--- src/uhif_pkg.sv ---
// package for the usb hub interrupt flag block
// assumes an ahb-lite slave with 32-bit data, one register per aligned word
package uhif_pkg;

    // register indices as printed; byte address is four times the index
    localparam logic [15:0] IDX_EVENT_STATUS  = 16'h1ff7;
    localparam logic [15:0] IDX_SR_ENABLE     = 16'h1ff9;
    localparam logic [15:0] IDX_EVENT_ACK     = 16'h1ff8;
    localparam logic [15:0] IDX_EVENT_ENABLE  = 16'h1ffa;
    localparam logic [15:0] IDX_SR_STATUS     = 16'h1ffb;
    localparam logic [15:0] IDX_EP_CTRL       = 16'h1ffc;

    // event group bit positions
    localparam int BIT_FRAME_START   = 7;
    localparam int BIT_FRAME_END     = 6;
    localparam int BIT_HUB_EP0       = 3;
    localparam int BIT_FN_EP2        = 2;
    localparam int BIT_FN_EP1        = 1;
    localparam int BIT_FN_EP0        = 0;
    localparam int NUM_EP            = 4;
    localparam logic [7:0] EVENT_MASK = 8'hcf;

    // suspend/resume group bit positions
    localparam int BIT_BUS_RESET     = 3;
    localparam int BIT_FN_WAKEUP     = 2;
    localparam int BIT_RESUME        = 1;
    localparam int BIT_GLB_SUSPEND   = 0;
    localparam logic [7:0] SR_MASK   = 8'h0f;

    localparam logic [7:0] RESET_VAL = 8'h00;

    // frame-end warning lead
    localparam int FRAME_WARN_CLKS   = 10;
    // frame period: 1 ms at 100 MHz
    localparam int FRAME_TIME_US     = 1000;
    localparam int CLK_MHZ           = 100;
    localparam int FRAME_CLKS        = FRAME_TIME_US * CLK_MHZ;
    // bus reset: single-ended zero longer than 3 ms
    localparam int BUS_RESET_TIME_US = 3000;
    localparam int BUS_RESET_CLKS    = BUS_RESET_TIME_US * CLK_MHZ;

    localparam logic [1:0] HTRANS_NONSEQ = 2'h2;

    // endpoint control/status activity, one bit per endpoint
    typedef struct packed {
        logic [NUM_EP-1:0] rx_out_set;
        logic [NUM_EP-1:0] rx_setup_set;
        logic [NUM_EP-1:0] tx_complete_set;
        logic [NUM_EP-1:0] tx_ready_clr;
        logic [NUM_EP-1:0] stall_sent_set;
    } uhif_ep_evt_t;

    // endpoint types: 1 = control endpoint, else direction from is_in
    typedef struct packed {
        logic [NUM_EP-1:0] is_ctrl;
        logic [NUM_EP-1:0] is_in;
    } uhif_ep_cfg_t;

endpackage : uhif_pkg

--- src/uhif_top.sv ---
// usb hub interrupt flags: event status, acknowledge, enable, suspend/resume
// assumes ahb-lite master on i_core_clk; usb pins arrive asynchronous
// Behaviour
// - endpoint interrupt raised on its control/status triggers, by endpoint type
// - frame-start flag, bit 7, set on valid start-of-frame packet
// - frame-end warning flag, bit 6, set ten clocks before next frame
// - reserved bits of all these registers read as zero
// - bits 3..0 set on out received, setup received, transmit complete or stall sent
// - writing one to acknowledge bit clears that flag only
// - enable bit one lets the flag request interrupt, zero blocks it
// - wakeup flag, bit 2, set on external remote wakeup request
// - resume flag, bit 1, set on resume at ports other than one
// - global-suspend flag, bit 0, set on global suspend signalling
// - with bus-reset enable, bus reset resets engine only, sets bit 3
// - suspend/resume enables raise interrupt while matching status set
// - suspend/resume flags clear by writing zero to the bit
//
// The implementer's own choice: the AHB-Lite slave port.
`timescale 1ns/10ps
`default_nettype none
module uhif_top
#(
    parameter int FRAME_CLKS     = uhif_pkg::FRAME_CLKS,
    parameter int BUS_RESET_CLKS = uhif_pkg::BUS_RESET_CLKS
)
(
    input  wire logic                   i_core_clk,
    input  wire logic                   i_rst,
    input  wire logic                   i_hsel,
    input  wire logic [31:0]            i_haddr,
    input  wire logic [1:0]             i_htrans,
    input  wire logic                   i_hwrite,
    input  wire logic [2:0]             i_hsize,
    input  wire logic [31:0]            i_hwdata,
    input  wire logic                   i_hready,
    output logic [31:0]                 o_hrdata,
    output logic                        o_hreadyout,
    output logic                        o_hresp,
    input  wire logic                   i_sof_valid,
    input  wire uhif_pkg::uhif_ep_evt_t i_ep_evt,
    input  wire logic                   i_ext_wakeup,
    input  wire logic                   i_port_resume,
    input  wire logic                   i_glb_suspend,
    input  wire logic                   i_se0,
    output logic                        o_usb_engine_reset,
    output logic                        o_cpu_reset,
    output logic                        o_irq
);
    localparam logic [13:0] WARN_AT = 14'(uhif_pkg::FRAME_WARN_CLKS);

    // byte address of a register index
    function automatic logic [31:0] reg_addr(input logic [15:0] idx);
        reg_addr = {14'h0000, idx, 2'h0};
    endfunction

    // pin synchronisers; first stage read only by the second
    logic [3:0] pin_meta_q;
    logic [3:0] pin_sync_q;
    logic [3:0] pin_prev_q;
    logic [3:0] pin_rise;
    always_ff @(posedge i_core_clk or posedge i_rst)
    begin
        if (i_rst)
        begin
            pin_meta_q <= 4'h0;
            pin_sync_q <= 4'h0;
            pin_prev_q <= 4'h0;
        end
        else
        begin
            pin_meta_q <= {i_se0, i_glb_suspend, i_port_resume, i_ext_wakeup};
            pin_sync_q <= pin_meta_q;
            pin_prev_q <= pin_sync_q;
        end
    end
    assign pin_rise = pin_sync_q & ~pin_prev_q;

    // ahb address phase capture
    logic        ph_wr_q, ph_wr_d;
    logic        ph_rd_q, ph_rd_d;
    logic [31:0] ph_addr_q, ph_addr_d;
    always_comb
    begin
        ph_wr_d   = 1'b0;
        ph_rd_d   = 1'b0;
        ph_addr_d = ph_addr_q;
        if (i_hready && i_hsel && i_htrans == uhif_pkg::HTRANS_NONSEQ)
        begin
            ph_wr_d   = i_hwrite;
            ph_rd_d   = ~i_hwrite;
            ph_addr_d = i_haddr;
        end
    end
    always_ff @(posedge i_core_clk or posedge i_rst)
    begin
        if (i_rst)
        begin
            ph_wr_q   <= 1'b0;
            ph_rd_q   <= 1'b0;
            ph_addr_q <= 32'h0000_0000;
        end
        else
        begin
            ph_wr_q   <= ph_wr_d;
            ph_rd_q   <= ph_rd_d;
            ph_addr_q <= ph_addr_d;
        end
    end
    assign o_hreadyout = 1'b1;
    assign o_hresp     = 1'b0;

    logic wr_ack, wr_en, wr_sr_en, wr_sr_st, wr_ep_cfg;
    assign wr_ack    = ph_wr_q && ph_addr_q == reg_addr(uhif_pkg::IDX_EVENT_ACK);
    assign wr_en     = ph_wr_q && ph_addr_q == reg_addr(uhif_pkg::IDX_EVENT_ENABLE);
    assign wr_sr_en  = ph_wr_q && ph_addr_q == reg_addr(uhif_pkg::IDX_SR_ENABLE);
    assign wr_sr_st  = ph_wr_q && ph_addr_q == reg_addr(uhif_pkg::IDX_SR_STATUS);
    assign wr_ep_cfg = ph_wr_q && ph_addr_q == reg_addr(uhif_pkg::IDX_EP_CTRL);

    // endpoint trigger decode
    uhif_pkg::uhif_ep_cfg_t ep_cfg_q, ep_cfg_d;
    logic [uhif_pkg::NUM_EP-1:0] ep_trig;
    uhif_ep_detect u_ep_detect
    (
        .i_evt  (i_ep_evt),
        .i_cfg  (ep_cfg_q),
        .o_trig (ep_trig)
    );

    // frame timer: restarts on each sof, warns ahead of the next
    logic [31:0] frame_cnt_q, frame_cnt_d;
    logic        frame_warn;
    always_comb
    begin
        frame_cnt_d = frame_cnt_q + 32'h1;
        if (i_sof_valid)
            frame_cnt_d = 32'h0;
    end
    assign frame_warn = ~i_sof_valid
                      && frame_cnt_q == 32'(FRAME_CLKS) - 32'(WARN_AT) - 32'h1;

    // bus reset detection: se0 held longer than the limit
    logic [31:0] se0_cnt_q, se0_cnt_d;
    logic        bus_reset_hit;
    always_comb
    begin
        se0_cnt_d = 32'h0;
        if (pin_sync_q[3])
            se0_cnt_d = (se0_cnt_q == 32'(BUS_RESET_CLKS)) ? se0_cnt_q : se0_cnt_q + 32'h1;
    end
    assign bus_reset_hit = pin_sync_q[3] && se0_cnt_q == 32'(BUS_RESET_CLKS) - 32'h1;

    // flag registers
    logic [7:0] ev_stat_q, ev_stat_d;
    logic [7:0] ev_en_q, ev_en_d;
    logic [7:0] sr_stat_q, sr_stat_d;
    logic [7:0] sr_en_q, sr_en_d;
    logic [7:0] ev_set, sr_set;
    always_comb
    begin
        ev_set = 8'h00;
        ev_set[uhif_pkg::BIT_FRAME_START] = i_sof_valid;
        ev_set[uhif_pkg::BIT_FRAME_END]   = frame_warn;
        ev_set[uhif_pkg::NUM_EP-1:0]      = ep_trig;
        sr_set = 8'h00;
        sr_set[uhif_pkg::BIT_FN_WAKEUP]   = pin_rise[0];
        sr_set[uhif_pkg::BIT_RESUME]      = pin_rise[1];
        sr_set[uhif_pkg::BIT_GLB_SUSPEND] = pin_rise[2];
        sr_set[uhif_pkg::BIT_BUS_RESET]   = bus_reset_hit
                                          & sr_en_q[uhif_pkg::BIT_BUS_RESET];
        ev_stat_d = ev_stat_q;
        if (wr_ack)
            ev_stat_d = ev_stat_q & ~i_hwdata[7:0];
        // set wins over a clear in the same cycle
        ev_stat_d = (ev_stat_d | ev_set) & uhif_pkg::EVENT_MASK;
        sr_stat_d = sr_stat_q;
        if (wr_sr_st)
            sr_stat_d = sr_stat_q & i_hwdata[7:0];
        sr_stat_d = (sr_stat_d | sr_set) & uhif_pkg::SR_MASK;
        ev_en_d = wr_en ? (i_hwdata[7:0] & uhif_pkg::EVENT_MASK) : ev_en_q;
        sr_en_d = wr_sr_en ? (i_hwdata[7:0] & uhif_pkg::SR_MASK) : sr_en_q;
        ep_cfg_d = wr_ep_cfg ? uhif_pkg::uhif_ep_cfg_t'(i_hwdata[7:0]) : ep_cfg_q;
    end

    always_ff @(posedge i_core_clk or posedge i_rst)
    begin
        if (i_rst)
        begin
            ev_stat_q   <= uhif_pkg::RESET_VAL;
            ev_en_q     <= uhif_pkg::RESET_VAL;
            sr_stat_q   <= uhif_pkg::RESET_VAL;
            sr_en_q     <= uhif_pkg::RESET_VAL;
            ep_cfg_q    <= '0;
            frame_cnt_q <= 32'h0;
            se0_cnt_q   <= 32'h0;
        end
        else
        begin
            ev_stat_q   <= ev_stat_d;
            ev_en_q     <= ev_en_d;
            sr_stat_q   <= sr_stat_d;
            sr_en_q     <= sr_en_d;
            ep_cfg_q    <= ep_cfg_d;
            frame_cnt_q <= frame_cnt_d;
            se0_cnt_q   <= se0_cnt_d;
        end
    end

    // bus reset routing: engine always, cpu only when not separated
    logic eng_rst_q, eng_rst_d, cpu_rst_q, cpu_rst_d;
    always_comb
    begin
        eng_rst_d = bus_reset_hit;
        cpu_rst_d = bus_reset_hit & ~sr_en_q[uhif_pkg::BIT_BUS_RESET];
    end
    always_ff @(posedge i_core_clk or posedge i_rst)
    begin
        if (i_rst)
        begin
            eng_rst_q <= 1'b0;
            cpu_rst_q <= 1'b0;
        end
        else
        begin
            eng_rst_q <= eng_rst_d;
            cpu_rst_q <= cpu_rst_d;
        end
    end
    assign o_usb_engine_reset = eng_rst_q;
    assign o_cpu_reset        = cpu_rst_q;

    // interrupt: any enabled flag in either group
    assign o_irq = |(ev_stat_q & ev_en_q) | |(sr_stat_q & sr_en_q);

    // read data registered at the address-phase edge from next-state values,
    // so a write landing on that same edge is already seen; ack reads zero
    logic [7:0] rd_byte_q, rd_byte_d;
    always_comb
    begin
        rd_byte_d = 8'h00;
        if (ph_rd_d)
        begin
            if (ph_addr_d == reg_addr(uhif_pkg::IDX_EVENT_STATUS))
                rd_byte_d = ev_stat_d;
            else if (ph_addr_d == reg_addr(uhif_pkg::IDX_EVENT_ENABLE))
                rd_byte_d = ev_en_d;
            else if (ph_addr_d == reg_addr(uhif_pkg::IDX_SR_STATUS))
                rd_byte_d = sr_stat_d;
            else if (ph_addr_d == reg_addr(uhif_pkg::IDX_SR_ENABLE))
                rd_byte_d = sr_en_d;
            else if (ph_addr_d == reg_addr(uhif_pkg::IDX_EP_CTRL))
                rd_byte_d = ep_cfg_d;
        end
    end
    always_ff @(posedge i_core_clk or posedge i_rst)
    begin
        if (i_rst)
            rd_byte_q <= 8'h00;
        else
            rd_byte_q <= rd_byte_d;
    end
    assign o_hrdata = {24'h000000, rd_byte_q};

    chk_ack_clears: assert property (@(posedge i_core_clk) disable iff (i_rst)
        wr_ack && i_hwdata[7] && !i_sof_valid |=> !ev_stat_q[7])
        else $error("acknowledge did not clear frame-start flag");
    chk_ack_keeps: assert property (@(posedge i_core_clk) disable iff (i_rst)
        wr_ack && !i_hwdata[0] && ev_stat_q[0] |=> ev_stat_q[0])
        else $error("acknowledge disturbed an unselected flag");
    chk_sof_sets: assert property (@(posedge i_core_clk) disable iff (i_rst)
        i_sof_valid |=> ev_stat_q[7])
        else $error("frame-start flag not set");
    chk_warn_lead: assert property (@(posedge i_core_clk) disable iff (i_rst)
        frame_warn ##1 !i_sof_valid [*8] ##1 !i_sof_valid
        |=> frame_cnt_q == 32'(FRAME_CLKS) - 32'h1)
        else $error("frame-end warning not ten clocks ahead");
    chk_reserved_zero: assert property (@(posedge i_core_clk) disable iff (i_rst)
        (ev_stat_q & ~uhif_pkg::EVENT_MASK) == 8'h00 && sr_stat_q[7:4] == 4'h0)
        else $error("reserved status bits set");
    chk_irq_masked: assert property (@(posedge i_core_clk) disable iff (i_rst)
        (ev_en_q == 8'h00 && sr_en_q == 8'h00) |-> !o_irq)
        else $error("interrupt with nothing enabled");
    chk_irq_raised: assert property (@(posedge i_core_clk) disable iff (i_rst)
        sr_stat_q[1] && sr_en_q[1] |-> o_irq)
        else $error("enabled resume did not interrupt");
    chk_wake_sets: assert property (@(posedge i_core_clk) disable iff (i_rst)
        $rose(pin_sync_q[0]) |=> sr_stat_q[2])
        else $error("wakeup flag not set");
    chk_resume_sets: assert property (@(posedge i_core_clk) disable iff (i_rst)
        $rose(pin_sync_q[1]) |=> sr_stat_q[1])
        else $error("resume flag not set");
    chk_susp_sets: assert property (@(posedge i_core_clk) disable iff (i_rst)
        $rose(pin_sync_q[2]) |=> sr_stat_q[0])
        else $error("global suspend flag not set");
    chk_zero_clear: assert property (@(posedge i_core_clk) disable iff (i_rst)
        wr_sr_st && !i_hwdata[1] && !pin_rise[1] |=> !sr_stat_q[1])
        else $error("write zero did not clear resume flag");
    chk_bus_reset: assert property (@(posedge i_core_clk) disable iff (i_rst)
        bus_reset_hit && sr_en_q[3] |=> o_usb_engine_reset && !o_cpu_reset && sr_stat_q[3])
        else $error("separated bus reset misrouted");
    chk_ep_setup: assert property (@(posedge i_core_clk) disable iff (i_rst)
        i_ep_evt.rx_setup_set[0] && !ep_cfg_q.is_ctrl[0] && !i_ep_evt.rx_out_set[0]
        && !i_ep_evt.tx_complete_set[0] && !i_ep_evt.stall_sent_set[0]
        |=> ev_stat_q[0] == $past(ev_stat_q[0] && !(wr_ack && i_hwdata[0])))
        else $error("setup on non-control endpoint flagged");
endmodule // uhif_top
`default_nettype wire

--- src/uhif_ep_detect.sv ---
// per-endpoint interrupt trigger decode
// assumes endpoint event inputs are single-cycle pulses on the core clock
`timescale 1ns/10ps
`default_nettype none
module uhif_ep_detect
(
    input  wire uhif_pkg::uhif_ep_evt_t i_evt,
    input  wire uhif_pkg::uhif_ep_cfg_t i_cfg,
    output logic [uhif_pkg::NUM_EP-1:0] o_trig
);
    genvar g;
    generate
        for (g = 0; g < uhif_pkg::NUM_EP; g++)
        begin : g_ep
            logic out_ok;
            logic in_ok;
            assign out_ok = i_cfg.is_ctrl[g] | ~i_cfg.is_in[g];
            assign in_ok  = i_cfg.is_ctrl[g] | i_cfg.is_in[g];
            assign o_trig[g] = (i_evt.rx_out_set[g] & out_ok)
                             | (i_evt.tx_complete_set[g] & in_ok)
                             | (i_evt.stall_sent_set[g] & in_ok)
                             | (i_evt.rx_setup_set[g] & i_cfg.is_ctrl[g]);
        end
    endgenerate
endmodule // uhif_ep_detect
`default_nettype wire

--- config.mk ---
export PLATFORM = sky130hd
export DESIGN_NAME = uhif_top
export DESIGN_NICKNAME = d
export VERILOG_FILES = /design/src/uhif_pkg.sv /design/src/uhif_top.sv /design/src/uhif_ep_detect.sv
export SDC_FILE = /design/constraint.sdc
export NUM_CORES = 1
export LEC_CHECK = 0
export BUFFER_PORTS_ARGS = -buffer_cell sky130_fd_sc_hd__buf_2
export CORE_MARGIN = 4
export CORE_UTILIZATION = 58
export CTS_BUF_LIST = sky130_fd_sc_hd__clkbuf_4
export CTS_CLUSTER_DIAMETER = 60
export CTS_CLUSTER_SIZE = 25
export DETAILED_ROUTE_END_ITERATION = 8
export PLACE_DENSITY_LB_ADDON = 0.25
export SYNTH_ARGS = -nofsm -noshare
export SYNTH_HDL_FRONTEND = slang
export SYNTH_SLANG_ARGS = --single-unit
--- constraint.sdc ---
create_clock -name i_core_clk -period 5.4 [get_ports i_core_clk]
set_input_delay 0.27 -clock i_core_clk [delete_from_list [all_inputs] [get_ports i_core_clk]]
set_output_delay 0.27 -clock i_core_clk [all_outputs]
set_load 0.03 [all_outputs]
## Yosys cells after proc, flatten, opt, wreduce, memory -nomap -nowiden

Cells that the tools add are included.

- Add/sub/neg operators: 2
- Eq/ne operators: 15
- Muxes and demuxes: 17
- Bitwise operators: 55
- Reduce and logical (&&, ||, !) cells: 11

Operator list:

| kind | number |
|---|---|
| 32-bit by 15-bit equality test with 1-bit output (second input constant) | 10 |
| 32-bit 2-to-1 mux | 4 |
| 8-bit 2-to-1 mux | 10 |
| 32-bit by 1-bit adder with 32-bit output (second input constant) | 2 |
| 32-bit by 19-bit equality test with 1-bit output (second input constant) | 2 |
| 32-bit by 17-bit equality test with 1-bit output (second input constant) | 1 |
| 1-bit OR | 21 |
| 1-bit bitwise AND | 18 |
| 8-bit bitwise AND | 2 |
| 8-bit OR reduction | 2 |
| 1-bit logical AND | 9 |
| 4-bit by 8-bit bitwise AND with 8-bit output | 1 |
| 8-bit inverter | 1 |
| 8-bit OR | 1 |
| 1-bit inverter | 7 |
| 4-bit bitwise AND | 1 |
| 4-bit 2-to-1 mux | 1 |
| 4-bit OR | 1 |
| 3-bit bitwise AND | 1 |
| 3-bit inverter | 1 |
| 2-bit equality test (second input constant) | 1 |
| 1-bit 2-to-1 mux | 2 |
| 2-bit inequality test (second input constant) | 1 |

- Flip-flop bits (word level): 152
- Input bits: 99
- Output and inout bits: 37
- Logic and storage cells: 116

## Longest topological paths before layout

- Word-level depth: 10
- Mapped depth: 8
- Gate-level depth less buffers: 7

## Cells and area by module

From an unflattened synthesis, not the netlist that was laid out.

- Cells, all modules: 746
- Area, all modules: 7428.4 um^2

Modules (own cells, without submodules):

| module | instances | cells an instance | area an instance (um^2) | sequential area each (um^2) |
|---|---|---|---|---|
| uhif_top | 1 | 730 | 7328.3 | 3803.6 |
| uhif_ep_detect | 1 | 16 | 100.1 | 0.0 |

## Worst setup path after synthesis

No wires, ideal clock.

- Kind: register to register
- From: register ph_addr_q[22]
- To: register rd_byte_q[0]
- Library setup time: 139 ps
- Arrival: 2201 ps
- Data required time: 5261 ps
- Path slack: 3061 ps
- Stages on the path, launching flop included: 7
- Buffers on the path: 0
- Path through: dfrtp_1 -> nor4_4 -> nand4_4 -> nor4_4 -> mux2_2 -> a2111oi_0 -> a21oi_1

- Elaborated cells between the ends (all ways): 29

RTL lines:

| element | line | source |
|---|---|---|
| from (decl) | uhif_top.sv:81 | `logic [31:0] ph_addr_q, ph_addr_d;` |
| from (signal assigned) | uhif_top.sv:106 | `ph_addr_q <= ph_addr_d;` |
| 32-bit by 15-bit equality test with 1-bit output | uhif_top.sv:114 | `assign wr_en = ph_wr_q && ph_addr_q == reg_addr(uhif_pkg::IDX_EVENT_ENABLE);` |
| 1-bit logical AND | uhif_top.sv:114 |  |
| 8-bit 2-to-1 mux | uhif_top.sv:179 | `ev_en_d = wr_en ? (i_hwdata[7:0] & uhif_pkg::EVENT_MASK) : ev_en_q;` |
| named net ev_en_d[0] | uhif_top.sv:154 | `logic [7:0] ev_en_q, ev_en_d;` |
| 8-bit 2-to-1 mux | uhif_top.sv:244 | `else if (ph_addr_d == reg_addr(uhif_pkg::IDX_EVENT_ENABLE))` |
| 8-bit 2-to-1 mux | uhif_top.sv:242 | `if (ph_addr_d == reg_addr(uhif_pkg::IDX_EVENT_STATUS))` |
| 8-bit 2-to-1 mux | uhif_top.sv:240 | `if (ph_rd_d)` |
| named net rd_byte_d[0] | uhif_top.sv:236 | `logic [7:0] rd_byte_q, rd_byte_d;` |
| to (signal assigned) | uhif_top.sv:259 | `rd_byte_q <= rd_byte_d;` |
| to (decl) | uhif_top.sv:236 |  |

The timed path passes the listed nets, and every way through them passes these cells.
A chain may end at the register's enable or synchronous reset.

## Worst setup path in the final report

- From: register ph_addr_q[22]
- To: register rd_byte_q[1]

The elaborated chain is that of the path after synthesis.

==> metrics.cfg <==
[finish]
area_delta_synth_final_pct=14.8
final_cell_mix=dfrtp_1 (152), nand2_1 (128), buf_2 (78)
drive_gt1_share_pct=16.7
final_common_cell=dfrtp_1
num-nets-final=995

[clock_network]
tritoncts=yes
cts-resized-gates=0
cts_made_buffers=17
clk_pin_slew_ns=0.13
cts.sink_count=152
clock_latency_ns=0.55
cts_buffer_depth=2
root_buffer=clkbuf_4
h-tree-depth=4

[detailed_routing]
via_count=6217
firstDrtPassIters=5
routed_wl_um=17300
wire_per_inst_um=16.1
drtIter0Drc=543
ant_nets=0
route.detailed.drc=0
routed_via_density=5.77

[synth]
synthCells=777
synth_edf_count=0
yosysWarnings=0
ys_seq_area_share_pct=49.5
synth_top_area_share_pct=49.5
ys_ff_latch=152
synth.avg_cell_area_um2=9.89
yosys-top-cells-area=dfrtp_1 (49%), nand2_1 (6.3%), xnor2_1 (3.6%)
synth.distinct_cells=62
synth-main-ff-cell=dfrtp_1
synth_top_area_cell=dfrtp_1
netlist_area_um2=7690
async_flop_share_pct=100

[floorplanning]
start_util_pct=60.2
die_x_um=123
core_area_um2=12800
dieHeight_um=123
num_rows=41
die_area_um2=15200
io_pins=136

[timing]
rsz0062_at_grt=false
post-route-period-util_pct=57.7
setup_tns_ns=0
relSlewSlack_pct=34.9
max_freq_mhz=321
setup_violations=0
worst_slew_pin_slew_ns=0.977
fin_skew_ns=0.0109
finalMaxSlewViolations=0
final.setup.worst_slack_ns=2.28
final-hold-violation-count=0
finalCriticalPeriod_ns=3.12

[job]
cap_violations=0

[grt]
antenna_found_initial=1
grt_pass1_vias=6237
grt_max_degree=115
grt_overflow=0
grtUsageTotal_pct=24.3
grt_pass1_wl_um=29100

[pwr]
vdd_drop_max_uv=243
p_total_w=0.00217
powerDensity_nw_per_um2=246
p_leak_nw=3.89

[worst_setup_path]
worstPathMaxFanout=22
setup.worst_path.start=ph_addr_q[22]
end_kind=flip-flop
cp.arrival_ns=3.55
cp-endpoint=rd_byte_q[1]
ff2ff_path_depth=6
regToRegEndpoint=rd_byte_q[1]
timing.rr.start=ph_addr_q[22]
worst-setup-path-type=reg2reg
regToRegSetupSlack_ns=2.28
critPathLaunchType=flip-flop
required_ns=5.83

[placement]
pre_cts_ws_ns=2.17
port-buffer-count=78
dpl.hpwl_um=11600
routabilityCongestion=0.875

[status]
status=finished, final reports clean

[worst_hold_path]
hold_path.class=in2reg

==> critical path, cell delays in order (launching register included) <==
cell	delay, ns
dfrtp_1	0.43
nor4_4	0.38
nand4_4	0.41
nor4_4	0.75
mux2_2	0.42
a2111oi_0	0.47
a21oi_1	0.12
==> where the power goes <==
part           switching, W  internal, W
clock network      0.000418     0.000274
registers         0.0000656      0.00119
logic              0.000135    0.0000886
total              0.000619      0.00155
==> flip-flops by register name (all words and copies together) (netlist names), 6 cells and up <==
name	cells
rd_byte_q	8
se0_cnt_q	32
ev_en_q	8
ev_stat_q	6
ep_cfg_q	8
sr_en_q	8
ph_addr_q	32
frame_cnt_q	32
==> cells by family after synthesis <==
logic type / Yosys count / synth area share [%]
and+or+nand+nor: 400 / 28.8
other: 2 / 0.0977
AOI/OAI and AO/OA: 79 / 7.63
muxes: 13 / 1.95
xor gates and xnor gates: 56 / 6.38
DFF: 152 / 49.5
buffers and inverters: 71 / 4.95
adders and majority gates: 4 / 0.651
==> per-stage QoR <==
step                      instance area [µm²]  std cells  utilization, %  hold WS (ns)
final                                    8820       1078            69.1        0.0486
after global routing                     8820       1078            69.1        0.0372
after floorplan                          7780        801               -         0.301
after CTS                                8820       1077            69.1       0.00248
after detailed placement                 8100       1001            63.4         0.336
after global placement                   8100       1001            63.4         0.336
==> synthesized netlist by cell type (9+ instances only) <==
cell type and n:
a2111oi_0 12, a21oi_1 10, and2_1 29, and3_1 10, and4_1 11, buf_2 10
buf_4 27, clkbuf_1 14, dfrtp_1 152, inv_1 17, nand2_1 128, nand3_1 37
nand4_1 31, nor2_1 65, nor3_1 13, nor4_1 18, o21ai_0 14, o31ai_1 9
xnor2_1 32, xor2_1 24
==> how the worst min path moves through the flow <==
stage	startpoint	to	cells after the start
6_report	i_hwdata[1]	ep_cfg_q[1]	3
5_1_grt	i_hwdata[1]	ev_en_q[1]	2
4_1_cts	i_hwdata[1]	ep_cfg_q[1]	3
3_5_place_dp	pin_meta_q[3]	pin_sync_q[3]	0
3_3_place_gp	pin_meta_q[3]	pin_sync_q[3]	0
2_1_floorplan	i_ext_wakeup	pin_meta_q[0]	0
==> per-layer routing <==
| layer | vias up | share of wire, % | GRT usage [%] |
|---|---|---|---|
| li1 | 2930 | - | - |
| met1 | 3018 | 42 | 31.1 |
| met2 | 224 | 50 | 40.3 |
| met3 | 45 | 5.5 | 4.35 |
| met4 | 0 | 3.0 | 11.3 |
| met5 | - | 0 | 0 |
==> repair_timing <==
item	4_1_cts	5_1_grt
hold buffers	44	0
buffers inserted	0	0
endpoints found under the hold margin	162	0
==> final cells by class <==
| cell class | count | area, µm² |
|---|---|---|
| multi-input combinational | 578 | 3590 |
| inverter | 17 | 68.8 |
| antenna | 1 | 2.50 |
| fill | 942 | 3950 |
| tap | 172 | 215 |
| timing repair buffer | 126 | 861 |
| clock inverter | 15 | 154 |
| clock buffer | 17 | 128 |
| sequential | 152 | 3800 |
Note: power is estimated with default switching activity, not from simulation.
